File: src/core/ipo_pkg.sv
// image port output: shared constants, register map and types
// assumes a single pclk domain and an apb register slave in the top module
package ipo_pkg;
   localparam logic [7:0] ADDR_CTRL = 8'h00;
   localparam logic [7:0] ADDR_POL = 8'h04;
   localparam logic [7:0] ADDR_FUNC = 8'h08;
   localparam logic [7:0] ADDR_LIMIT = 8'h0c;
   localparam logic [7:0] ADDR_STATUS = 8'h10;
   localparam int CTRL_EMBED = 0;
   localparam int CTRL_WIDE = 1;
   localparam int CTRL_SWAP = 2;
   localparam int CTRL_PE = 4;
   localparam int CTRL_CKS = 6;
   localparam int CTRL_GATED = 8;
   localparam int CTRL_CLAMP = 9;
   localparam int POL_QUAL = 0;
   localparam int POL_HREF = 1;
   localparam int POL_VREF = 2;
   localparam int POL_FLAG_B = 3;
   localparam int POL_FLAG_A = 4;
   localparam int FUNC_HREF = 0;
   localparam int FUNC_VREF = 2;
   localparam int FUNC_FLAG_B = 4;
   localparam int FUNC_FLAG_A = 7;
   localparam logic [31:0] CTRL_MASK = 32'h0000_03ff;
   localparam logic [31:0] POL_MASK = 32'h0000_001f;
   localparam logic [31:0] FUNC_MASK = 32'h0000_03ff;
   localparam logic [31:0] LIMIT_MASK = 32'h0000_ffff;
   localparam logic [31:0] CTRL_RST = 32'h0000_0000;
   localparam logic [31:0] POL_RST = 32'h0000_0000;
   localparam logic [31:0] FUNC_RST = 32'h0000_0000;
   localparam logic [31:0] LIMIT_RST = 32'h0000_eb10;
   localparam logic [7:0] CODE_INVALID = 8'h00;
   localparam logic [7:0] CODE_FULL = 8'hff;
   localparam logic [7:0] SUPP_LOW = 8'h01;
   localparam logic [7:0] SUPP_HIGH = 8'hfe;
   localparam logic [7:0] RECODE_LOW = 8'h03;
   localparam logic [7:0] RECODE_HIGH = 8'hfc;
   localparam logic [1:0] PE_OFF = 2'h0;
   localparam logic [1:0] PE_ON = 2'h1;
   localparam logic [1:0] PE_TRI_LOW = 2'h2;
   localparam logic [1:0] PE_TRI_HIGH = 2'h3;
   localparam logic [1:0] CKS_LLC = 2'h0;
   localparam logic [1:0] CKS_EXPANSION_INPUT_CLOCK = 2'h1;
   localparam logic [1:0] REF_GATE = 2'h0;
   localparam logic [1:0] REF_PULSE = 2'h1;
   localparam int PCLK_PERIOD_NS = 40;
   localparam int PORT_CLK_MAX_MHZ = 33;
   localparam int PORT_CLK_MIN_NS = 1000 / PORT_CLK_MAX_MHZ;
   localparam int PORT_CLK_MIN_CYC = (PORT_CLK_MIN_NS + PCLK_PERIOD_NS - 1) / PCLK_PERIOD_NS;
   typedef enum logic [1:0] {
      KIND_VIDEO = 2'h0,
      KIND_RAW = 2'h1,
      KIND_ANC_DIRECT = 2'h2,
      KIND_ANC_RECODE = 2'h3
   } ipo_kind_t;
   typedef enum logic [3:0] {
      ST_IDLE = 4'b0001,
      ST_HDR = 4'b0010,
      ST_DATA = 4'b0100,
      ST_EAV = 4'b1000
   } ipo_state_t;
endpackage : ipo_pkg

File: src/core/ipo_fmt_if.sv
// image port output: carrier between the byte engine and the byte formatter
// assumes both ends live in the pclk domain; the formatter is combinational
`timescale 1ns/1ps
`default_nettype none
interface ipo_fmt_if;
   import ipo_pkg::*;
   logic [7:0] raw [2];
   logic [7:0] fmt [2];
   ipo_kind_t kind;
   logic is_code;
   logic clamp_en;
   logic [7:0] lim_lo;
   logic [7:0] lim_hi;
   modport engine (output raw, kind, is_code, clamp_en, lim_lo, lim_hi, input fmt);
   modport fmt_side (input raw, kind, is_code, clamp_en, lim_lo, lim_hi, output fmt);
endinterface : ipo_fmt_if
`default_nettype wire

File: src/core/ipo_byte_fmt.sv
// image port output: per-lane value suppression, clamping and recoding
// assumes lane 0 is the main lane and lane 1 the chroma extension lane
`timescale 1ns/1ps
`default_nettype none
module ipo_byte_fmt
   import ipo_pkg::*;
(
   ipo_fmt_if.fmt_side f // lane bytes in, formatted bytes out
);
   for (genvar g = 0; g < 2; g++) begin : g_lane
      always_comb begin
         logic [7:0] b;
         b = f.raw[g];
         if (!f.is_code) begin
            case (f.kind)
               KIND_VIDEO, KIND_RAW: begin
                  if (b == CODE_INVALID) b = SUPP_LOW;
                  else if (b == CODE_FULL) b = SUPP_HIGH;
                  // a low limit of 00h or a high limit of ffh is skipped; a low limit of ffh or
                  // a high limit of 00h is still applied and undoes suppression
                  if (f.clamp_en && b < f.lim_lo && f.lim_lo != CODE_INVALID) b = f.lim_lo;
                  if (f.clamp_en && b > f.lim_hi && f.lim_hi != CODE_FULL) b = f.lim_hi;
               end
               KIND_ANC_RECODE: begin
                  if (b == CODE_INVALID) b = RECODE_LOW;
                  else if (b == CODE_FULL) b = RECODE_HIGH;
               end
               default: begin
               end
            endcase
         end
         f.fmt[g] = b;
      end
   end
endmodule : ipo_byte_fmt
`default_nettype wire

File: src/core/ipo_image_port.sv
// image port output: serialises scaler dwords and sliced vbi lines onto the port
// assumes src_* and gates come from pclk logic; port clocks and pins are async
//
// Decided for this implementation: the placing of the registers and the APB register port.
`timescale 1ns/1ps
`default_nettype none
module ipo_image_port
   import ipo_pkg::*;
(
   input wire logic pclk, // system clock
   input wire logic presetn, // async reset, active low
   input wire logic [7:0] paddr, // apb address
   input wire logic psel, // apb select
   input wire logic penable, // apb enable
   input wire logic pwrite, // apb direction
   input wire logic [31:0] pwdata, // apb write data
   input wire logic [3:0] pstrb, // apb byte strobes
   output logic [31:0] prdata, // apb read data
   output logic pready, // apb ready
   output logic pslverr, // apb error
   input wire logic [31:0] src_data, // scaler or slicer dword
   input wire ipo_kind_t src_kind, // kind of line
   input wire logic src_last, // last dword of line
   input wire logic src_field, // field bit for codes
   input wire logic src_vblank, // vertical blanking bit for codes
   input wire logic src_valid, // dword offered
   output logic src_ready, // dword taken this cycle
   input wire logic scaler_hgate, // scaler horizontal gate
   input wire logic scaler_vgate, // scaler vertical gate
   input wire logic line_locked_clock, // decoder line clock
   input wire logic expansion_input_clock, // expansion port clock
   input wire logic port_clock_i, // port clock pin, in
   output logic port_clock_o, // port clock pin, out
   output logic port_clock_oe_n, // port clock drive enable
   input wire logic target_ready_in, // receiver ready
   input wire logic tristate_control_in, // external float control
   output logic [7:0] port_data_bus_o, // main data lane
   output logic port_data_bus_oe_n, // main lane enable
   output logic [7:0] chroma_extension_bus_o, // extension lane
   output logic chroma_extension_bus_oe_n, // extension enable
   output logic data_valid_qualifier, // qualifier or gated clock
   output logic data_valid_qualifier_oe_n, // qualifier enable
   output logic horiz_reference_out, // horizontal reference
   output logic horiz_reference_out_oe_n, // its enable
   output logic vert_reference_out, // vertical reference
   output logic vert_reference_out_oe_n, // its enable
   output logic general_flag_out_a, // flag a
   output logic general_flag_out_a_oe_n, // its enable
   output logic general_flag_out_b, // flag b
   output logic general_flag_out_b_oe_n // its enable
);
   logic [31:0] ctrl_reg, pol_reg, func_reg, limit_reg, rdata_reg;
   logic [4:0] sync1_reg, sync2_reg;
   logic clk_prev_reg, tick, clk_lvl, tgt_rdy, tri_in, port_en, wide, embed, anc_line;
   logic [1:0] swap, cks;
   ipo_state_t state_reg, state_next;
   logic [1:0] idx_reg, idx_next, lane_idx, hdr_last;
   logic have_reg, have_next, last_reg, load, emit, is_code, start;
   logic [31:0] word_reg, lane_word;
   ipo_kind_t kind_reg;
   logic field_reg, vblank_reg;
   logic [7:0] code_b, bus_reg, ext_reg;
   logic q_reg, code_reg;
   logic [1:0] gate_in, gate_prev_reg, ref_reg;
   logic [1:0] flag_reg;
   logic wr, hit;
   ipo_fmt_if fmt_bus ();

   function automatic logic [31:0] wmerge(input logic [31:0] old, input logic [31:0] d,
                                         input logic [3:0] s);
      logic [31:0] r;
      r = old;
      for (int i = 0; i < 4; i++) begin
         if (s[i]) r[8*i +: 8] = d[8*i +: 8];
      end
      return r;
   endfunction : wmerge

   function automatic logic [7:0] pick(input logic [31:0] w, input logic [1:0] sel);
      return w[8*sel +: 8];
   endfunction : pick

   // apb slave: zero wait states, read data captured in the setup phase
   assign wr = psel && penable && pwrite;
   assign hit = (paddr == ADDR_CTRL) || (paddr == ADDR_POL) || (paddr == ADDR_FUNC)
      || (paddr == ADDR_LIMIT) || (paddr == ADDR_STATUS);
   assign pready = 1'b1;
   assign pslverr = psel && penable && !hit;
   assign prdata = rdata_reg;

   always_ff @(posedge pclk or negedge presetn) begin
      if (!presetn) begin
         ctrl_reg <= CTRL_RST;
         pol_reg <= POL_RST;
         func_reg <= FUNC_RST;
         limit_reg <= LIMIT_RST;
      end else if (wr) begin
         case (paddr)
            ADDR_CTRL: ctrl_reg <= wmerge(ctrl_reg, pwdata, pstrb) & CTRL_MASK;
            ADDR_POL: pol_reg <= wmerge(pol_reg, pwdata, pstrb) & POL_MASK;
            ADDR_FUNC: func_reg <= wmerge(func_reg, pwdata, pstrb) & FUNC_MASK;
            ADDR_LIMIT: limit_reg <= wmerge(limit_reg, pwdata, pstrb) & LIMIT_MASK;
            default: begin
            end
         endcase
      end
   end

   always_ff @(posedge pclk or negedge presetn) begin
      if (!presetn) begin
         rdata_reg <= 32'h0000_0000;
      end else if (psel && !penable) begin
         case (paddr)
            ADDR_CTRL: rdata_reg <= ctrl_reg;
            ADDR_POL: rdata_reg <= pol_reg;
            ADDR_FUNC: rdata_reg <= func_reg;
            ADDR_LIMIT: rdata_reg <= limit_reg;
            ADDR_STATUS: rdata_reg <= {24'h00_0000, have_reg, clk_lvl, tgt_rdy, anc_line,
                                       state_reg};
            default: rdata_reg <= 32'h0000_0000;
         endcase
      end
   end

   assign embed = ctrl_reg[CTRL_EMBED];
   assign wide = ctrl_reg[CTRL_WIDE];
   assign swap = ctrl_reg[CTRL_SWAP +: 2];
   assign cks = ctrl_reg[CTRL_CKS +: 2];

   // every pin input is synchronised; nothing reads sync1_reg but sync2_reg
   always_ff @(posedge pclk or negedge presetn) begin
      if (!presetn) begin
         sync1_reg <= 5'h00;
         sync2_reg <= 5'h00;
      end else begin
         sync1_reg <= {tristate_control_in, target_ready_in, port_clock_i,
                       expansion_input_clock, line_locked_clock};
         sync2_reg <= sync1_reg;
      end
   end
   assign tgt_rdy = sync2_reg[3];
   assign tri_in = sync2_reg[4];

   // sampled clocks: port clock must stay under pclk/2, well below the 33 MHz ceiling
   always_comb begin
      case (cks)
         CKS_LLC: clk_lvl = sync2_reg[0];
         CKS_EXPANSION_INPUT_CLOCK: clk_lvl = sync2_reg[1];
         default: clk_lvl = sync2_reg[2];
      endcase
   end
   always_ff @(posedge pclk or negedge presetn) begin
      if (!presetn) clk_prev_reg <= 1'b0;
      else clk_prev_reg <= clk_lvl;
   end
   assign tick = clk_lvl && !clk_prev_reg;

   always_comb begin
      case (ctrl_reg[CTRL_PE +: 2])
         PE_OFF: port_en = 1'b0;
         PE_ON: port_en = 1'b1;
         PE_TRI_LOW: port_en = !tri_in;
         default: port_en = tri_in;
      endcase
   end
   assign port_clock_o = clk_lvl;
   assign port_clock_oe_n = !(port_en && !cks[1]);

   assign anc_line = kind_reg[1];
   assign hdr_last = anc_line ? 2'd2 : 2'd3;
   assign start = tick && state_reg == ST_IDLE && src_valid && tgt_rdy;

   always_comb begin
      state_next = state_reg;
      idx_next = idx_reg;
      have_next = have_reg;
      load = 1'b0;
      emit = 1'b0;
      is_code = 1'b0;
      code_b = CODE_INVALID;
      lane_word = word_reg;
      lane_idx = idx_reg;
      if (tick) begin
         case (state_reg)
            ST_IDLE: begin
               if (start) begin
                  state_next = embed ? ST_HDR : ST_DATA;
                  idx_next = 2'd0;
                  have_next = 1'b0;
               end
            end
            ST_HDR, ST_EAV: begin
               emit = 1'b1;
               is_code = 1'b1;
               if (anc_line) code_b = (idx_reg == 2'd0) ? CODE_INVALID : CODE_FULL;
               else if (idx_reg == 2'd0) code_b = CODE_FULL;
               else if (idx_reg != 2'd3) code_b = CODE_INVALID;
               else code_b = {1'b1, field_reg, vblank_reg, state_reg == ST_EAV,
                              vblank_reg ^ (state_reg == ST_EAV),
                              field_reg ^ (state_reg == ST_EAV), field_reg ^ vblank_reg,
                              field_reg ^ vblank_reg ^ (state_reg == ST_EAV)};
               idx_next = idx_reg + 2'd1;
               if (idx_reg == hdr_last) begin
                  idx_next = 2'd0;
                  state_next = (state_reg == ST_HDR) ? ST_DATA : ST_IDLE;
               end
            end
            ST_DATA: begin
               if (!have_reg) begin
                  // ancillary lines never pause for target ready, the slicer block is sent whole
                  if (src_valid && (tgt_rdy || anc_line)) begin
                     load = 1'b1;
                     emit = 1'b1;
                     lane_word = src_data;
                     lane_idx = 2'd0;
                     have_next = 1'b1;
                     idx_next = 2'd1;
                  end
               end else begin
                  emit = 1'b1;
                  idx_next = idx_reg + 2'd1;
                  if (idx_reg == (wide ? 2'd1 : 2'd3)) begin
                     have_next = 1'b0;
                     idx_next = 2'd0;
                     if (last_reg) state_next = (embed && !anc_line) ? ST_EAV : ST_IDLE;
                  end
               end
            end
            default: state_next = ST_IDLE;
         endcase
      end
   end
   assign src_ready = load;

   always_ff @(posedge pclk or negedge presetn) begin
      if (!presetn) begin
         state_reg <= ST_IDLE;
         idx_reg <= 2'd0;
         have_reg <= 1'b0;
      end else begin
         state_reg <= state_next;
         idx_reg <= idx_next;
         have_reg <= have_next;
      end
   end

   always_ff @(posedge pclk or negedge presetn) begin
      if (!presetn) begin
         kind_reg <= KIND_VIDEO;
         field_reg <= 1'b0;
         vblank_reg <= 1'b0;
         word_reg <= 32'h0000_0000;
         last_reg <= 1'b0;
      end else begin
         if (start) begin
            kind_reg <= src_kind;
            field_reg <= src_field;
            vblank_reg <= src_vblank;
         end
         if (load) begin
            word_reg <= src_data;
            last_reg <= src_last;
         end
      end
   end

   // lane 0 main, lane 1 chroma; swap xor picks the dword byte order
   assign fmt_bus.raw[0] = pick(lane_word, wide ? {lane_idx[0], 1'b1} ^ swap
                                                : lane_idx ^ swap);
   assign fmt_bus.raw[1] = pick(lane_word, {lane_idx[0], 1'b0} ^ swap);
   assign fmt_bus.kind = kind_reg;
   assign fmt_bus.is_code = is_code;
   assign fmt_bus.clamp_en = ctrl_reg[CTRL_CLAMP];
   assign fmt_bus.lim_lo = limit_reg[7:0];
   assign fmt_bus.lim_hi = limit_reg[15:8];

   ipo_byte_fmt u_fmt (
      .f(fmt_bus.fmt_side)
   );

   always_ff @(posedge pclk or negedge presetn) begin
      if (!presetn) begin
         bus_reg <= CODE_INVALID;
         ext_reg <= CODE_INVALID;
         q_reg <= 1'b0;
         code_reg <= 1'b0;
      end else if (tick) begin
         bus_reg <= !emit ? CODE_INVALID : (is_code ? code_b : fmt_bus.fmt[0]);
         ext_reg <= !(emit && wide) ? CODE_INVALID
                  : (is_code ? code_b : fmt_bus.fmt[1]);
         q_reg <= emit;
         code_reg <= emit && is_code;
      end
   end

   assign port_data_bus_o = bus_reg;
   assign chroma_extension_bus_o = ext_reg;
   assign port_data_bus_oe_n = !port_en;
   assign chroma_extension_bus_oe_n = !(port_en && wide);
   // gated clock is built from the sampled clock, so it lags the pin by the sync delay
   assign data_valid_qualifier = ctrl_reg[CTRL_GATED] ? (clk_lvl && q_reg)
                               : (q_reg ^ pol_reg[POL_QUAL]);
   assign data_valid_qualifier_oe_n = !port_en;

   assign gate_in = {scaler_vgate, scaler_hgate};
   for (genvar g = 0; g < 2; g++) begin : g_ref
      always_ff @(posedge pclk or negedge presetn) begin
         if (!presetn) begin
            gate_prev_reg[g] <= 1'b0;
            ref_reg[g] <= 1'b0;
         end else begin
            gate_prev_reg[g] <= gate_in[g];
            case (func_reg[2*g +: 2])
               REF_GATE: ref_reg[g] <= gate_in[g] ^ pol_reg[POL_HREF + g];
               REF_PULSE: ref_reg[g] <= (gate_in[g] && !gate_prev_reg[g])
                                        ^ pol_reg[POL_HREF + g];
               default: ref_reg[g] <= pol_reg[POL_HREF + g];
            endcase
         end
      end
   end
   assign horiz_reference_out = ref_reg[0];
   assign vert_reference_out = ref_reg[1];
   assign horiz_reference_out_oe_n = !port_en;
   assign vert_reference_out_oe_n = !port_en;

   // flag b uses index 0, flag a index 1
   for (genvar g = 0; g < 2; g++) begin : g_flag
      logic sel_src;
      always_comb begin
         case (func_reg[FUNC_FLAG_B + 3*g +: 3])
            3'h1: sel_src = anc_line && state_reg != ST_IDLE;
            3'h2: sel_src = state_reg != ST_IDLE;
            3'h3: sel_src = field_reg;
            3'h4: sel_src = vblank_reg;
            3'h5: sel_src = tgt_rdy;
            3'h6: sel_src = src_valid;
            3'h7: sel_src = q_reg;
            default: sel_src = 1'b0;
         endcase
      end
      always_ff @(posedge pclk or negedge presetn) begin
         if (!presetn) begin
            flag_reg[g] <= 1'b0;
         end else begin
            flag_reg[g] <= sel_src ^ pol_reg[POL_FLAG_B + g];
         end
      end
   end
   assign general_flag_out_b = flag_reg[0];
   assign general_flag_out_a = flag_reg[1];
   assign general_flag_out_a_oe_n = !port_en;
   assign general_flag_out_b_oe_n = !port_en;
endmodule : ipo_image_port
`default_nettype wire

File: config.mk
export PLATFORM = sky130hd
export DESIGN_NAME = ipo_image_port
export DESIGN_NICKNAME = d
export VERILOG_FILES = /design/src/core/ipo_pkg.sv /design/src/core/ipo_fmt_if.sv /design/src/core/ipo_byte_fmt.sv /design/src/core/ipo_image_port.sv
export SDC_FILE = /design/constraint.sdc
export NUM_CORES = 1
export LEC_CHECK = 0
export BUFFER_PORTS_ARGS = -buffer_cell sky130_fd_sc_hd__buf_2
export CORE_ASPECT_RATIO = 0.7
export CORE_MARGIN = 2
export CORE_UTILIZATION = 40
export CTS_BUF_LIST = sky130_fd_sc_hd__clkbuf_4 sky130_fd_sc_hd__clkbuf_8 sky130_fd_sc_hd__clkbuf_16
export DETAILED_ROUTE_END_ITERATION = 10
export SYNTH_ARGS = -nofsm -noshare
export SYNTH_HDL_FRONTEND = slang
export SYNTH_SLANG_ARGS = --single-unit
export TNS_END_PERCENT = 20
File: constraint.sdc
create_clock -name pclk -period 7 [get_ports pclk]
set_input_delay 0.35 -clock pclk [delete_from_list [all_inputs] [get_ports pclk]]
set_output_delay 0.35 -clock pclk [all_outputs]
set_load 0.01 [all_outputs]
Word-level counts from Yosys, hierarchy flattened
Index checks and enable logic that the tools add are counted.
W data, S select, Z words.

operators by class
  order comparisons = 4
  mux-type cells = 78
  $add $sub $neg = 1
  div/mod/pow operators = 0
  shifts and indexed selects = 2
  reductions and logical operators = 65
  bitwise logic cells = 14
  eq/ne operators = 42
  multiply operators = 0

operators with widths
  cell                  count
  $mux W8               29
  $mux W32              4
  $pmux W16 S5          1
  $shiftx A32 B6 Y8     2
  $pmux W8 S2           2
  $logic_and A1 B1 Y1   25
  $eq A3 B3 Y1 const B  8
  $logic_not A8 Y1      3
  $mux W4               6
  $reduce_and A3 Y1     8
  $mux W2               11
  $eq A8 B4 Y1 const B  2
  $eq A8 B8 Y1 const B  2
  $gt A8 B8 Y1          2
  $lt A8 B8 Y1          2
  $pmux W1 S7           2
  $mux W1               13
  $eq A3 B2 Y1 const B  4
  $logic_not A2 Y1      6
  $ne A2 B2 Y1 const B  6
  $pmux W4 S3           1
  $logic_not A1 Y1      11
  $xor A1 B1 Y1         11
  $eq A2 B1 Y1 const B  5
  other kinds (25)      40

word-level totals
  bits in registers = 151
  memory bits (writable) = 0
  memories = 0
  memory bits (read-only) = 0
  bits of input ports = 94
  word-level logic and storage cells = 234
  output and inout port bits = 65
  bits in latches = 0

Depth between registers and ports, before layout
Gate-level depths: netlist (run 1).

  depth in word-level cells = 27
  depth in mapped cells = 32

Cells and area by module
Synthesis (run 1) repeated with hierarchy kept, for this count alone.

second synthesis, totals
  cell total of the unflattened synthesis = 983
  area, all modules = 9042.4 µm²

by module, submodules not included
  module          instances  area an instance (µm²)  sequential area each (µm²)  cells an instance
  ipo_image_port  1          7440.9                  3388.2                      732
  ipo_byte_fmt    1          1601.5                  0.0                         251

Worst setup path before layout (run 1)
OpenSTA, ideal clock, no wires.

  path kind = register -> register
  start = register state_reg[3]
  end = register bus_reg[7], in the netlist port_data_bus_o[7]
  period minus slack after synthesis = 6136 ps
  stages on the path, launching flop included = 28
  data arrival time = 6008 ps
  required time = 6872 ps
  slack = 864 ps
  library setup time = 128 ps
  cells stage by stage = dfrtp_1 > clkbuf_1 > or4b_4 > or3_1 > buf_6 > buf_6 > a2111oi_2 > a21oi_1 > mux2_2 > ha_1 > a21o_1 > a21o_1 > a2111oi_0 > clkbuf_1 > nand2_1 > a22o_1 > ha_1 > a21o_1 > a21o_1 > a21oi_1 > o21a_1 > nor3_1 > clkbuf_1 > a21oi_1 > o21ai_0 > a32o_1 > a31oi_1 > o31ai_1

on the way
  word-level cells in the longest chain between the ends = 24
  elaborated cells between the ends (all ways) = 38

ends and longest elaborated chain
  item                              line                                          text
  from (decl)                       ipo_image_port.sv:56                          ipo_state_t state_reg, state_next;
  from (signal assigned)            ipo_image_port.sv:241                         state_reg <= state_next;
  $eq A4 B3 Y1                      ipo_image_port.sv:184                         case (state_reg)
  $mux W2                           ipo_image_port.sv:184
  $mux W2                           ipo_image_port.sv:183                         if (tick) begin
  $xor A2 B2 Y2 (on tied branches)  ipo_image_port.sv:269, ipo_image_port.sv:268
  $mux W2                           ipo_image_port.sv:268                         assign fmt_bus.raw[0] = pick(lane_word, wide ? {lane_idx[0], 1'b1} ^ swap
  $shiftx A32 B6 Y8                 ipo_image_port.sv:80                          return w[8*sel +: 8];
  $eq A8 B8 Y1                      ipo_byte_fmt.sv:18, ipo_byte_fmt.sv:26
  $mux W8                           ipo_byte_fmt.sv:18                            else if (b == CODE_FULL) b = SUPP_HIGH;
  (+7 left out)                     -
  $mux W8                           ipo_byte_fmt.sv:15                            case (f.kind)
  $mux W8                           ipo_byte_fmt.sv:14                            if (!f.is_code) begin
  $gt A8 B8 Y1                      ipo_byte_fmt.sv:22                            if (f.clamp_en && b > f.lim_hi && f.lim_hi != CODE_FULL) b = f.lim_hi;
  $logic_and A1 B1 Y1 (2 in a row)  ipo_byte_fmt.sv:22
  $mux W8                           ipo_byte_fmt.sv:22
  $pmux W8 S2                       ipo_byte_fmt.sv:15
  $mux W8                           ipo_image_port.sv:288                         bus_reg <= !emit ? CODE_INVALID : (is_code ? code_b : fmt_bus.fmt[0]);
  $mux W8 (*)                       ipo_image_port.sv:288
  to (signal assigned)              ipo_image_port.sv:288
  to (decl)                         ipo_image_port.sv:62                          logic [7:0] code_b, bus_reg, ext_reg;

Mark *: on every way between the ends. The rest lies on a longest branch, timed or not. The select of a mux whose other input is x is not followed.
A chain may end at the register's enable or synchronous reset.

Final worst setup path (run 1)
  start = register state_reg[1]
  end = register ext_reg[6], in the netlist chroma_extension_bus_o[6]

on the way
  word-level cells in the longest chain between the ends = 23
  elaborated cells between the ends (all ways) = 37

ends and longest elaborated chain
  item                              line                                    text
  $eq A4 B3 Y1                      ipo_image_port.sv:184
  $mux W2                           ipo_image_port.sv:184
  $mux W2                           ipo_image_port.sv:183
  $xor A2 B2 Y2                     ipo_image_port.sv:270                   assign fmt_bus.raw[1] = pick(lane_word, {lane_idx[0], 1'b0} ^ swap);
  $shiftx A32 B6 Y8                 ipo_image_port.sv:80
  $eq A8 B8 Y1                      ipo_byte_fmt.sv:18, ipo_byte_fmt.sv:26
  $mux W8                           ipo_byte_fmt.sv:18
  $mux W8                           ipo_byte_fmt.sv:17                      if (b == CODE_INVALID) b = SUPP_LOW;
  (+6 left out)                     -
  $mux W8                           ipo_byte_fmt.sv:15
  $mux W8                           ipo_byte_fmt.sv:14
  $gt A8 B8 Y1                      ipo_byte_fmt.sv:22
  $logic_and A1 B1 Y1 (2 in a row)  ipo_byte_fmt.sv:22
  $mux W8                           ipo_byte_fmt.sv:22
  $pmux W8 S2                       ipo_byte_fmt.sv:15
  $mux W8                           ipo_image_port.sv:290                   : (is_code ? code_b : fmt_bus.fmt[1]);
  $mux W8 (*)                       ipo_image_port.sv:289                   ext_reg <= !(emit && wide) ? CODE_INVALID
  to (signal assigned)              ipo_image_port.sv:289
  to (decl)                         ipo_image_port.sv:62

Marked as above.

==> flow_summary.ini, run 1 <==
[clock_tree]
clk_pin_slew_ps = 70
cts_buffers = 17
cts_tree = built
cts_max_level = 4
clk_latency_ps = 440
cts_setup_buffers = 0
cts_sinks = 135
clockBufferDepth = 2
cts-root-buf = clkbuf_16

[sta]
period_share = 0.9499
tns_ps = 0
slew_headroom = 0.3718
slew_violations = 0
max_freq_mhz = 150.4
worst_slew_pin_slew_ps = 932.4
setup-violations-final = 0
min_period_ps = 6649
fin_skew_ps = 13.96
hold_viol = 0

[synthesis]
synth_seq_cells = 135
synth_seq_area_share = 0.3521
ys.flop_type = dfrtp_1
synth_edf_count = 0
synth_async_sr_flop_share = 1.000
postSynthAreaPerCell_um2 = 8.684
synth_cells = 1108
syn-cell-area_um2 = 9622
synth_cell_types = 92
synth_warnings = 0

[setup_path]
critPathSlowestCell = or4b_4
slowest_delay_ps = 630
crit_path_end_kind = register
critPathMaxFanout = 22
crit_family = simple AND/OR/NAND/NOR gates
worst-path-buf-inv = 3
critPathArrivalTime_ps = 6960
worstSetupPathType = reg -> reg
cp-start-kind = register
worstPathRequired_ps = 7310

[floorplan]
dieArea_um2 = 25330
rows = 47
fp.dieW_um = 189.4
core-area_um2 = 23640
die_h_um = 133.8
start_util = 0.4070
ios = 159

[drt]
ant_nets = 0
drt_wl_total_mm = 31.87
num_vias = 9020
initialDrtViolationCount = 1092
dr.pass1.iters = 5
post_drt_via_cell_ratio = 5.846
post-route-drc-count = 0
wire_per_inst_um = 20.65

[layout]
final_nets = 1338
instances_no_fill = 1543
drive_above_1_share = 0.2351
fin_area_um2 = 11110
largest_reg_flops = 32
syn_to_final_growth_pct = 15.46
n_antenna_cell = 0
layout_common_cells = nand2_1 (158), dfrtp_1 (126), buf_2 (122)
final_common_cell = nand2_1

[global_route]
antenna_found_initial = 1
grt_pass1_vias = 8351
grt-ovfl-total = 0
grt_pass1_wl_mm = 49.09
grt_max_degree = 71
grt.total_usage = 0.2557

[pwr]
p_per_area_nw_per_um2 = 303.9
peakVddDrop_mv = 0.2231
finalPower_mw = 3.376
power.leakage_nw = 5.297

[placement]
port_buffers = 123
post_dp_cell_area_um2 = 10490
placed_cells = 1509
gp_congestion = 0.9328
dp.final_hpwl_mm = 24.33

[outcome]
status = completed

[run]
maxCapViolCount = 0

[hold_path]
hp-class = in -> reg
cells in the mapped netlist, drive strengths merged, types with 8 or more instances:
cell	n	area, µm²
nand2	159	599.3
dfrtp	127	3178
o21ai	101	528.0
nor2	83	311.6
a21oi	57	285.3
mux2	52	596.8
clkbuf	47	177.7
buf	46	326.6
inv	42	157.7
mux2i	36	360.4
ha	32	400.4
nand3	25	125.1
nor3	17	96.35
a31oi	14	87.58
nand2b	14	87.58
o211ai	14	105.1
a21o	13	97.59
a211oi	12	95.09
nand4	12	75.07
o31ai	12	103.9
and2	11	68.82
a22oi	10	75.07
nor2b	9	56.30
nor4	9	68.81
and3	8	50.05
dfstp	8	210.2
o311ai	8	70.07
xor2	8	77.58
metrics by stage:
stage / hold slack, ps / setup WS [ps] / util
floorplan: 54.41 / 863.9 / -
global placement: 333.3 / 436.8 / 0.4435
detailed placement: 337.8 / 289.5 / 0.4435
CTS: 1.782 / 253.7 / 0.4692
global route: 11.51 / -6.788 / 0.4699
finish: 21.03 / 350.8 / 0.4699
final timing paths:
path,start,endpoint,slack [ps],cells past startpoint
max,state_reg[1],chroma_extension_bus_o[6],350,28
min,target_ready_in,sync1_reg[3],20,1
max reg2reg,state_reg[1],chroma_extension_bus_o[6],350,28
min reg2reg,sync1_reg[2],sync2_reg[2],350,0
max in group asynchronous,presetn,ctrl_reg[3],5110,3
min in group asynchronous,presetn,limit_reg[12],490,2
timing repair:
action | in CTS | in global routing
endpoints found under the hold margin | 64 | 0
endpoints found under the setup margin | 0 | 11
hold buffers | 2 | 0
gates resized for setup | 0 | 5
per-layer routing:
metal	global-route usage	up-vias	routed length, µm
li1	-	4226	-
met3	0.06243	44	3165
met2	0.3553	460	13140
met1	0.3874	4290	14980
met4	0.07709	0	580
met5	0	-	0
cell type report:
| type | count | area [µm²] |
|---|---|---|
| clock inverter | 15 | 161.4 |
| tap | 318 | 397.9 |
| fill | 2338 | 12530 |
| timing repair buffer | 163 | 930.9 |
| multi-input combinational | 853 | 5647 |
| clock buffer | 17 | 425.4 |
| sequential | 135 | 3390 |
| inverter | 42 | 157.7 |
worst register-to-register path: cells and delay by family (launching register included):
kind                       cells  cell delay [ps]
and+or+nand+nor               12             2740
adders and majority gates      2              600
DFF                            1              510
AOI/OAI and AO/OA             10             1800
buffers and inverters          3              560
muxes                          1              290
cell families (layout without fill, tap and decap cells):
family,Yosys count,after routing,synth area share
and+or+nand+nor,381,381,0.1880
AOI/OAI and AO/OA,313,313,0.2183
DFF,135,135,0.3521
buffers and inverters,135,237,0.06879
muxes,95,95,0.1159
adders and majority gates,32,32,0.04161
xor gates and xnor gates,15,15,0.01444
other,2,17,0.0007805
report_power, final:
part | switching, mW | internal [mW]
Sequential | 0.157 | 0.909
Combinational | 0.831 | 0.562
Clock | 0.414 | 0.504
Total | 1.40 | 1.97
No activity file was read; power rests on OpenSTA's default activity.
==> run 2, diff against run 1 <==
--- a/config.mk
+++ b/config.mk
@@ -8,7 +8,7 @@
 export BUFFER_PORTS_ARGS = -buffer_cell sky130_fd_sc_hd__buf_2
 export CORE_ASPECT_RATIO = 0.7
 export CORE_MARGIN = 2
-export CORE_UTILIZATION = 40
+export CORE_UTILIZATION = 25
 export CTS_BUF_LIST = sky130_fd_sc_hd__clkbuf_4 sky130_fd_sc_hd__clkbuf_8 sky130_fd_sc_hd__clkbuf_16
 export DETAILED_ROUTE_END_ITERATION = 10
 export SYNTH_ARGS = -nofsm -noshare
==> flow_summary.ini, run 2 (synthesis gave the netlist of run 1 again) <==
[outcome]
status = completed

[clock_tree]
cts_max_level = 4
cts_buffers = 17
cts-root-buf = clkbuf_16
clockBufferDepth = 2
clk_pin_slew_ps = 70
clk_latency_ps = 450
cts_sinks = 135
cts_tree = built

[setup_path]
worstPathRequired_ps = 7300
worstRegToRegCells = 26
critical_path.startpoint = state_reg[1]
critPathMaxFanout = 24
crit_path_end_kind = register
critPathSlowestCell = or4b_4
cp-start-kind = register
critPathArrivalTime_ps = 6920
crit_family = compound AO/OA/AOI/OAI gates
cp.depth = 26
worst-path-buf-inv = 4
slowest_delay_ps = 640
rr_startpoint = state_reg[1]
crit_top_cell = buf_4
worstSetupPathType = reg -> reg

[sta]
rsz0062_at_grt = no
worst_slew_pin_slew_ps = 1292
slew_violations = 0
period_share = 0.9457
fin_skew_ps = 19.44
hold_viol = 0
tns_ps = 0
worst_slack_ps = 379.9
hold_slack_ps = 25.11
min_period_ps = 6620
slew_headroom = 0.1267
setup-violations-final = 0
max_freq_mhz = 151.1

[layout]
ff_latch_area_um2 = 3390
largest_reg_flops = 32
multi_input_area_um2 = 5645
layout_common_cells = nand2_1 (158), dfrtp_1 (126), buf_2 (122)
n_antenna_cell = 0
fillerInstances = 3974
syn_to_final_growth_pct = 17.78
final_nets = 1335
drive_above_1_share = 0.2332
final_common_cell = nand2_1

[hold_path]
worstHoldStart = scaler_hgate
hold_path_depth = 1
hp-class = in -> reg

[pwr]
power.leakage_nw = 5.304
finalPower_mw = 3.357
internal_power_mw = 1.971
netSwitchingPower_mw = 1.386
p_per_area_nw_per_um2 = 296.2
pwr-share-clk = 0.279
peakVddDrop_mv = 0.1873
p_comb_frac = 0.402
pwr-share-seq = 0.319
switching_share = 0.4129

[global_route]
grt_pass1_vias = 8730
grt-busiest-layer = met2
use_met3 = 0.04804
met2_usage = 0.2540
grt.total_usage = 0.1721
grt_max_degree = 75
grtUsageMet1 = 0.2387
grt_pass1_wl_mm = 52.67
grt-ovfl-total = 0
antenna_found_initial = 2

[floorplan]
core-area_um2 = 38210
fp.dieW_um = 238.5
ios = 159
rows = 60
dieArea_um2 = 40100
start_util = 0.2518
die_h_um = 168.1

[run]
maxCapViolCount = 0

[drt]
ant_nets = 0
drt_wl_total_mm = 34.14
num_vias = 9067
post-route-drc-count = 0
post_drt_via_cell_ratio = 5.278
dr.pass1.iters = 7
initialDrtViolationCount = 878
wire_per_inst_um = 19.87

[placement]
gp_congestion = 0.9127
dp.final_hpwl_mm = 26.04
dpl_worst_slack_ps = 416.6
port_buffers = 123
-- run 2: repair_timing --
action	CTS	global route
hold buffers	2	0
setup endpoints to repair	0	8
setup buffers	0	0
hold endpoints to repair	67	0
resized for setup	0	5
-- run 2: cell type report --
cell class | count | share of cell area
multi-input cells | 853 | 0.4982
clock buffers | 17 | 0.03754
flip-flops and latches | 135 | 0.2991
inverters | 42 | 0.01391
well taps | 496 | 0.05476
clock inverters | 15 | 0.01557
repair buffers | 160 | 0.08093
-- run 2: per-layer routing --
metal  part of all wire  wire length [µm]
met1               0.45             15380
met2               0.43             14810
met3              0.085              2899
met4              0.030              1027
met5            0.00079                27
-- run 2: final timing paths --
kind,endpoint,slack [ps]
hold reg to reg,sync2_reg[1],350
hold / removal,gate_prev_reg[0],30
max in group asynchronous,ctrl_reg[3],5170
min in group asynchronous,word_reg[6],480
setup / recovery,port_data_bus_o[4],380
setup reg to reg,port_data_bus_o[4],380
-- run 2: per-stage QoR --
| step | cell area, µm² | util | cells |
|---|---|---|---|
| 6_report | 11330 | 0.2966 | 1718 |
| 5_1_grt | 11330 | 0.2966 | 1718 |
| 4_1_cts | 11320 | 0.2962 | 1718 |
| 3_5_place_dp | 10700 | 0.2800 | 1684 |
| 3_3_place_gp | 10700 | 0.2800 | 1684 |
| 2_1_floorplan | 9678 | - | 1123 |
-- run 2: power by group through the flow --
| stage | clock network [mW] | registers [mW] | logic, mW |
|---|---|---|---|
| after floorplan | 0 | 1.01 | 0.959 |
| final | 0.935 | 1.07 | 1.35 |
| after global routing | 0.996 | 1.09 | 1.50 |
| after global placement | 0 | 1.07 | 1.30 |
| after CTS | 0.956 | 1.06 | 1.33 |
| after detailed placement | 0 | 1.08 | 1.33 |
==> run 3, diff against run 2 <==
--- a/config.mk
+++ b/config.mk
@@ -7,7 +7,6 @@
 export LEC_CHECK = 0
 export BUFFER_PORTS_ARGS = -buffer_cell sky130_fd_sc_hd__buf_2
 export CORE_ASPECT_RATIO = 0.7
-export CORE_MARGIN = 2
 export CORE_UTILIZATION = 25
 export CTS_BUF_LIST = sky130_fd_sc_hd__clkbuf_4 sky130_fd_sc_hd__clkbuf_8 sky130_fd_sc_hd__clkbuf_16
 export DETAILED_ROUTE_END_ITERATION = 10
==> flow_summary.ini, run 3 (synthesis gave the netlist of run 1 again) <==
[drt]
drt_wl_total_mm = 34.45
num_vias = 9140
dr.pass1.iters = 7
ant_nets = 0
wire_per_inst_um = 20.17
post-route-drc-count = 0
post_drt_via_cell_ratio = 5.351
initialDrtViolationCount = 1141

[layout]
n_antenna_cell = 0
fin_area_um2 = 11300
largest_reg_flops = 32
layout_common_cells = nand2_1 (158), dfrtp_1 (126), buf_2 (122)
drive_above_1_share = 0.2311
fillerInstances = 3963
final_common_cell = nand2_1
final_nets = 1333
syn_to_final_growth_pct = 17.45

[clock_tree]
cts_tree = built
clk_latency_ps = 450
cts-root-buf = clkbuf_16
clk_pin_slew_ps = 60
cts_max_level = 4
cts_buffers = 17
cts_sinks = 135
clockBufferDepth = 2
cts_setup_buffers = 0

[pwr]
p_per_area_nw_per_um2 = 301.8
peakVddDrop_mv = 0.1885
finalPower_mw = 3.410
power.leakage_nw = 5.297

[floorplan]
rows = 59
fp.dieW_um = 236.5
start_util = 0.2566
dieArea_um2 = 39290
ios = 159
die_h_um = 166.1
core-area_um2 = 37500

[setup_path]
worstRegToRegCells = 27
worst-path-buf-inv = 3
crit_family = compound AO/OA/AOI/OAI gates
slowest_delay_ps = 500
critical_path.startpoint = ctrl_reg[6]
worstSetupPathType = reg -> reg
rr_startpoint = ctrl_reg[6]
critPathArrivalTime_ps = 7030
worstPathRequired_ps = 7320
cp-start-kind = register
cp.depth = 27
crit_path_end_kind = register
critPathSlowestCell = o211ai_1
critPathMaxFanout = 23

[global_route]
antenna_found_initial = 0
grt.total_usage = 0.1745
grt_pass1_wl_mm = 52.66
grt-ovfl-total = 0
grt_max_degree = 85
grt_pass1_vias = 8678

[sta]
max_freq_mhz = 149.0
hold_viol = 0
worst_slew_pin_slew_ps = 1140
rsz0062_at_grt = no
setup-violations-final = 0
fin_skew_ps = 19.82
tns_ps = 0
min_period_ps = 6711
slew_headroom = 0.2373
period_share = 0.9588
slew_violations = 0

[run]
maxCapViolCount = 0

[placement]
port_buffers = 123
post_dp_cell_area_um2 = 10660
dp.final_hpwl_mm = 26.11
gp_congestion = 0.9693

[hold_path]
hp-class = in -> reg
hold_path_depth = 1
worstHoldStart = line_locked_clock

[outcome]
status = completed
run 3: changes by cell type in the layout (fill, tap and decap cells not counted), sizes merged:
cell	change
clkbuf	+2
inv	-6
buf	-2
bufinv	+2
clkinv	+2
run 3: area by class of cell:
cell class,instances,area (µm²),area share
multi-input combinational,853,5638,0.4989
inverter,42,157.7,0.01395
tap,488,610.6,0.05403
timing repair buffer,158,889.6,0.07872
clock inverter,13,168.9,0.01495
clock buffer,19,446.7,0.03953
sequential,135,3390,0.2999
run 3: routing by layer:
layer,vias to the layer above,GRT usage,routed length (µm)
li1,4190,-,-
met1,4504,0.2542,16100
met2,400,0.2615,15280
met3,46,0.03723,2594
met4,0,0.03953,479
met5,-,0,0
run 3: timing repair:
item | 4_1_cts | 5_1_grt
endpoints found under the setup margin | 0 | 8
gates resized for setup | 0 | 2
endpoints found under the hold margin | 6 | 0
hold buffers | 2 | 0
run 3: power breakdown:
part / internal [mW] / switching [mW] / total (mW)
combinational: 0.544 / 0.822 / 1.37
clock: 0.578 / 0.387 / 0.966
sequential: 0.909 / 0.169 / 1.08
total: 2.03 / 1.38 / 3.41
run 3: final timing paths:
path	to	slack, ps
max	chroma_extension_bus_o[2]	290
min	sync1_reg[0]	20
max reg2reg	chroma_extension_bus_o[2]	290
min reg2reg	sync2_reg[4]	360
max in group asynchronous	word_reg[3]	5220
min in group asynchronous	func_reg[6]	550
run 3: worst reg2reg max path, stage by stage, from the launching register on:
cell	delay, ps
dfrtp_1	390
mux2_2	380
o211ai_1	500
buf_4	400
buf_4	280
nor4_1	80
nor4_1	370
a21bo_2	270
and3_1	300
inv_1	110
ha_1	220
o21a_1	100
o21ai_0	140
nand2b_1	90
and3_1	220
a21o_1	410
mux2_4	400
ha_1	280
a21o_1	160
a21o_1	170
a21oi_1	150
o21ai_0	140
nand2_1	160
nand2_1	70
o311a_1	410
nand2b_1	190
o311ai_1	110
nand2_1	100
run 3: stage by stage:
step / hold WS [ps] / setup slack (ps) / cells / utilization
after floorplan: 54.41 / 863.9 / 1123 / -
after global placement: 342.8 / 411.1 / 1674 / 0.2843
after detailed placement: 334.7 / 394.1 / 1674 / 0.2843
after CTS: 5.391 / 332.9 / 1708 / 0.3012
after global routing: 9.668 / 18.78 / 1708 / 0.3013
final: 23.17 / 288.7 / 1708 / 0.3013
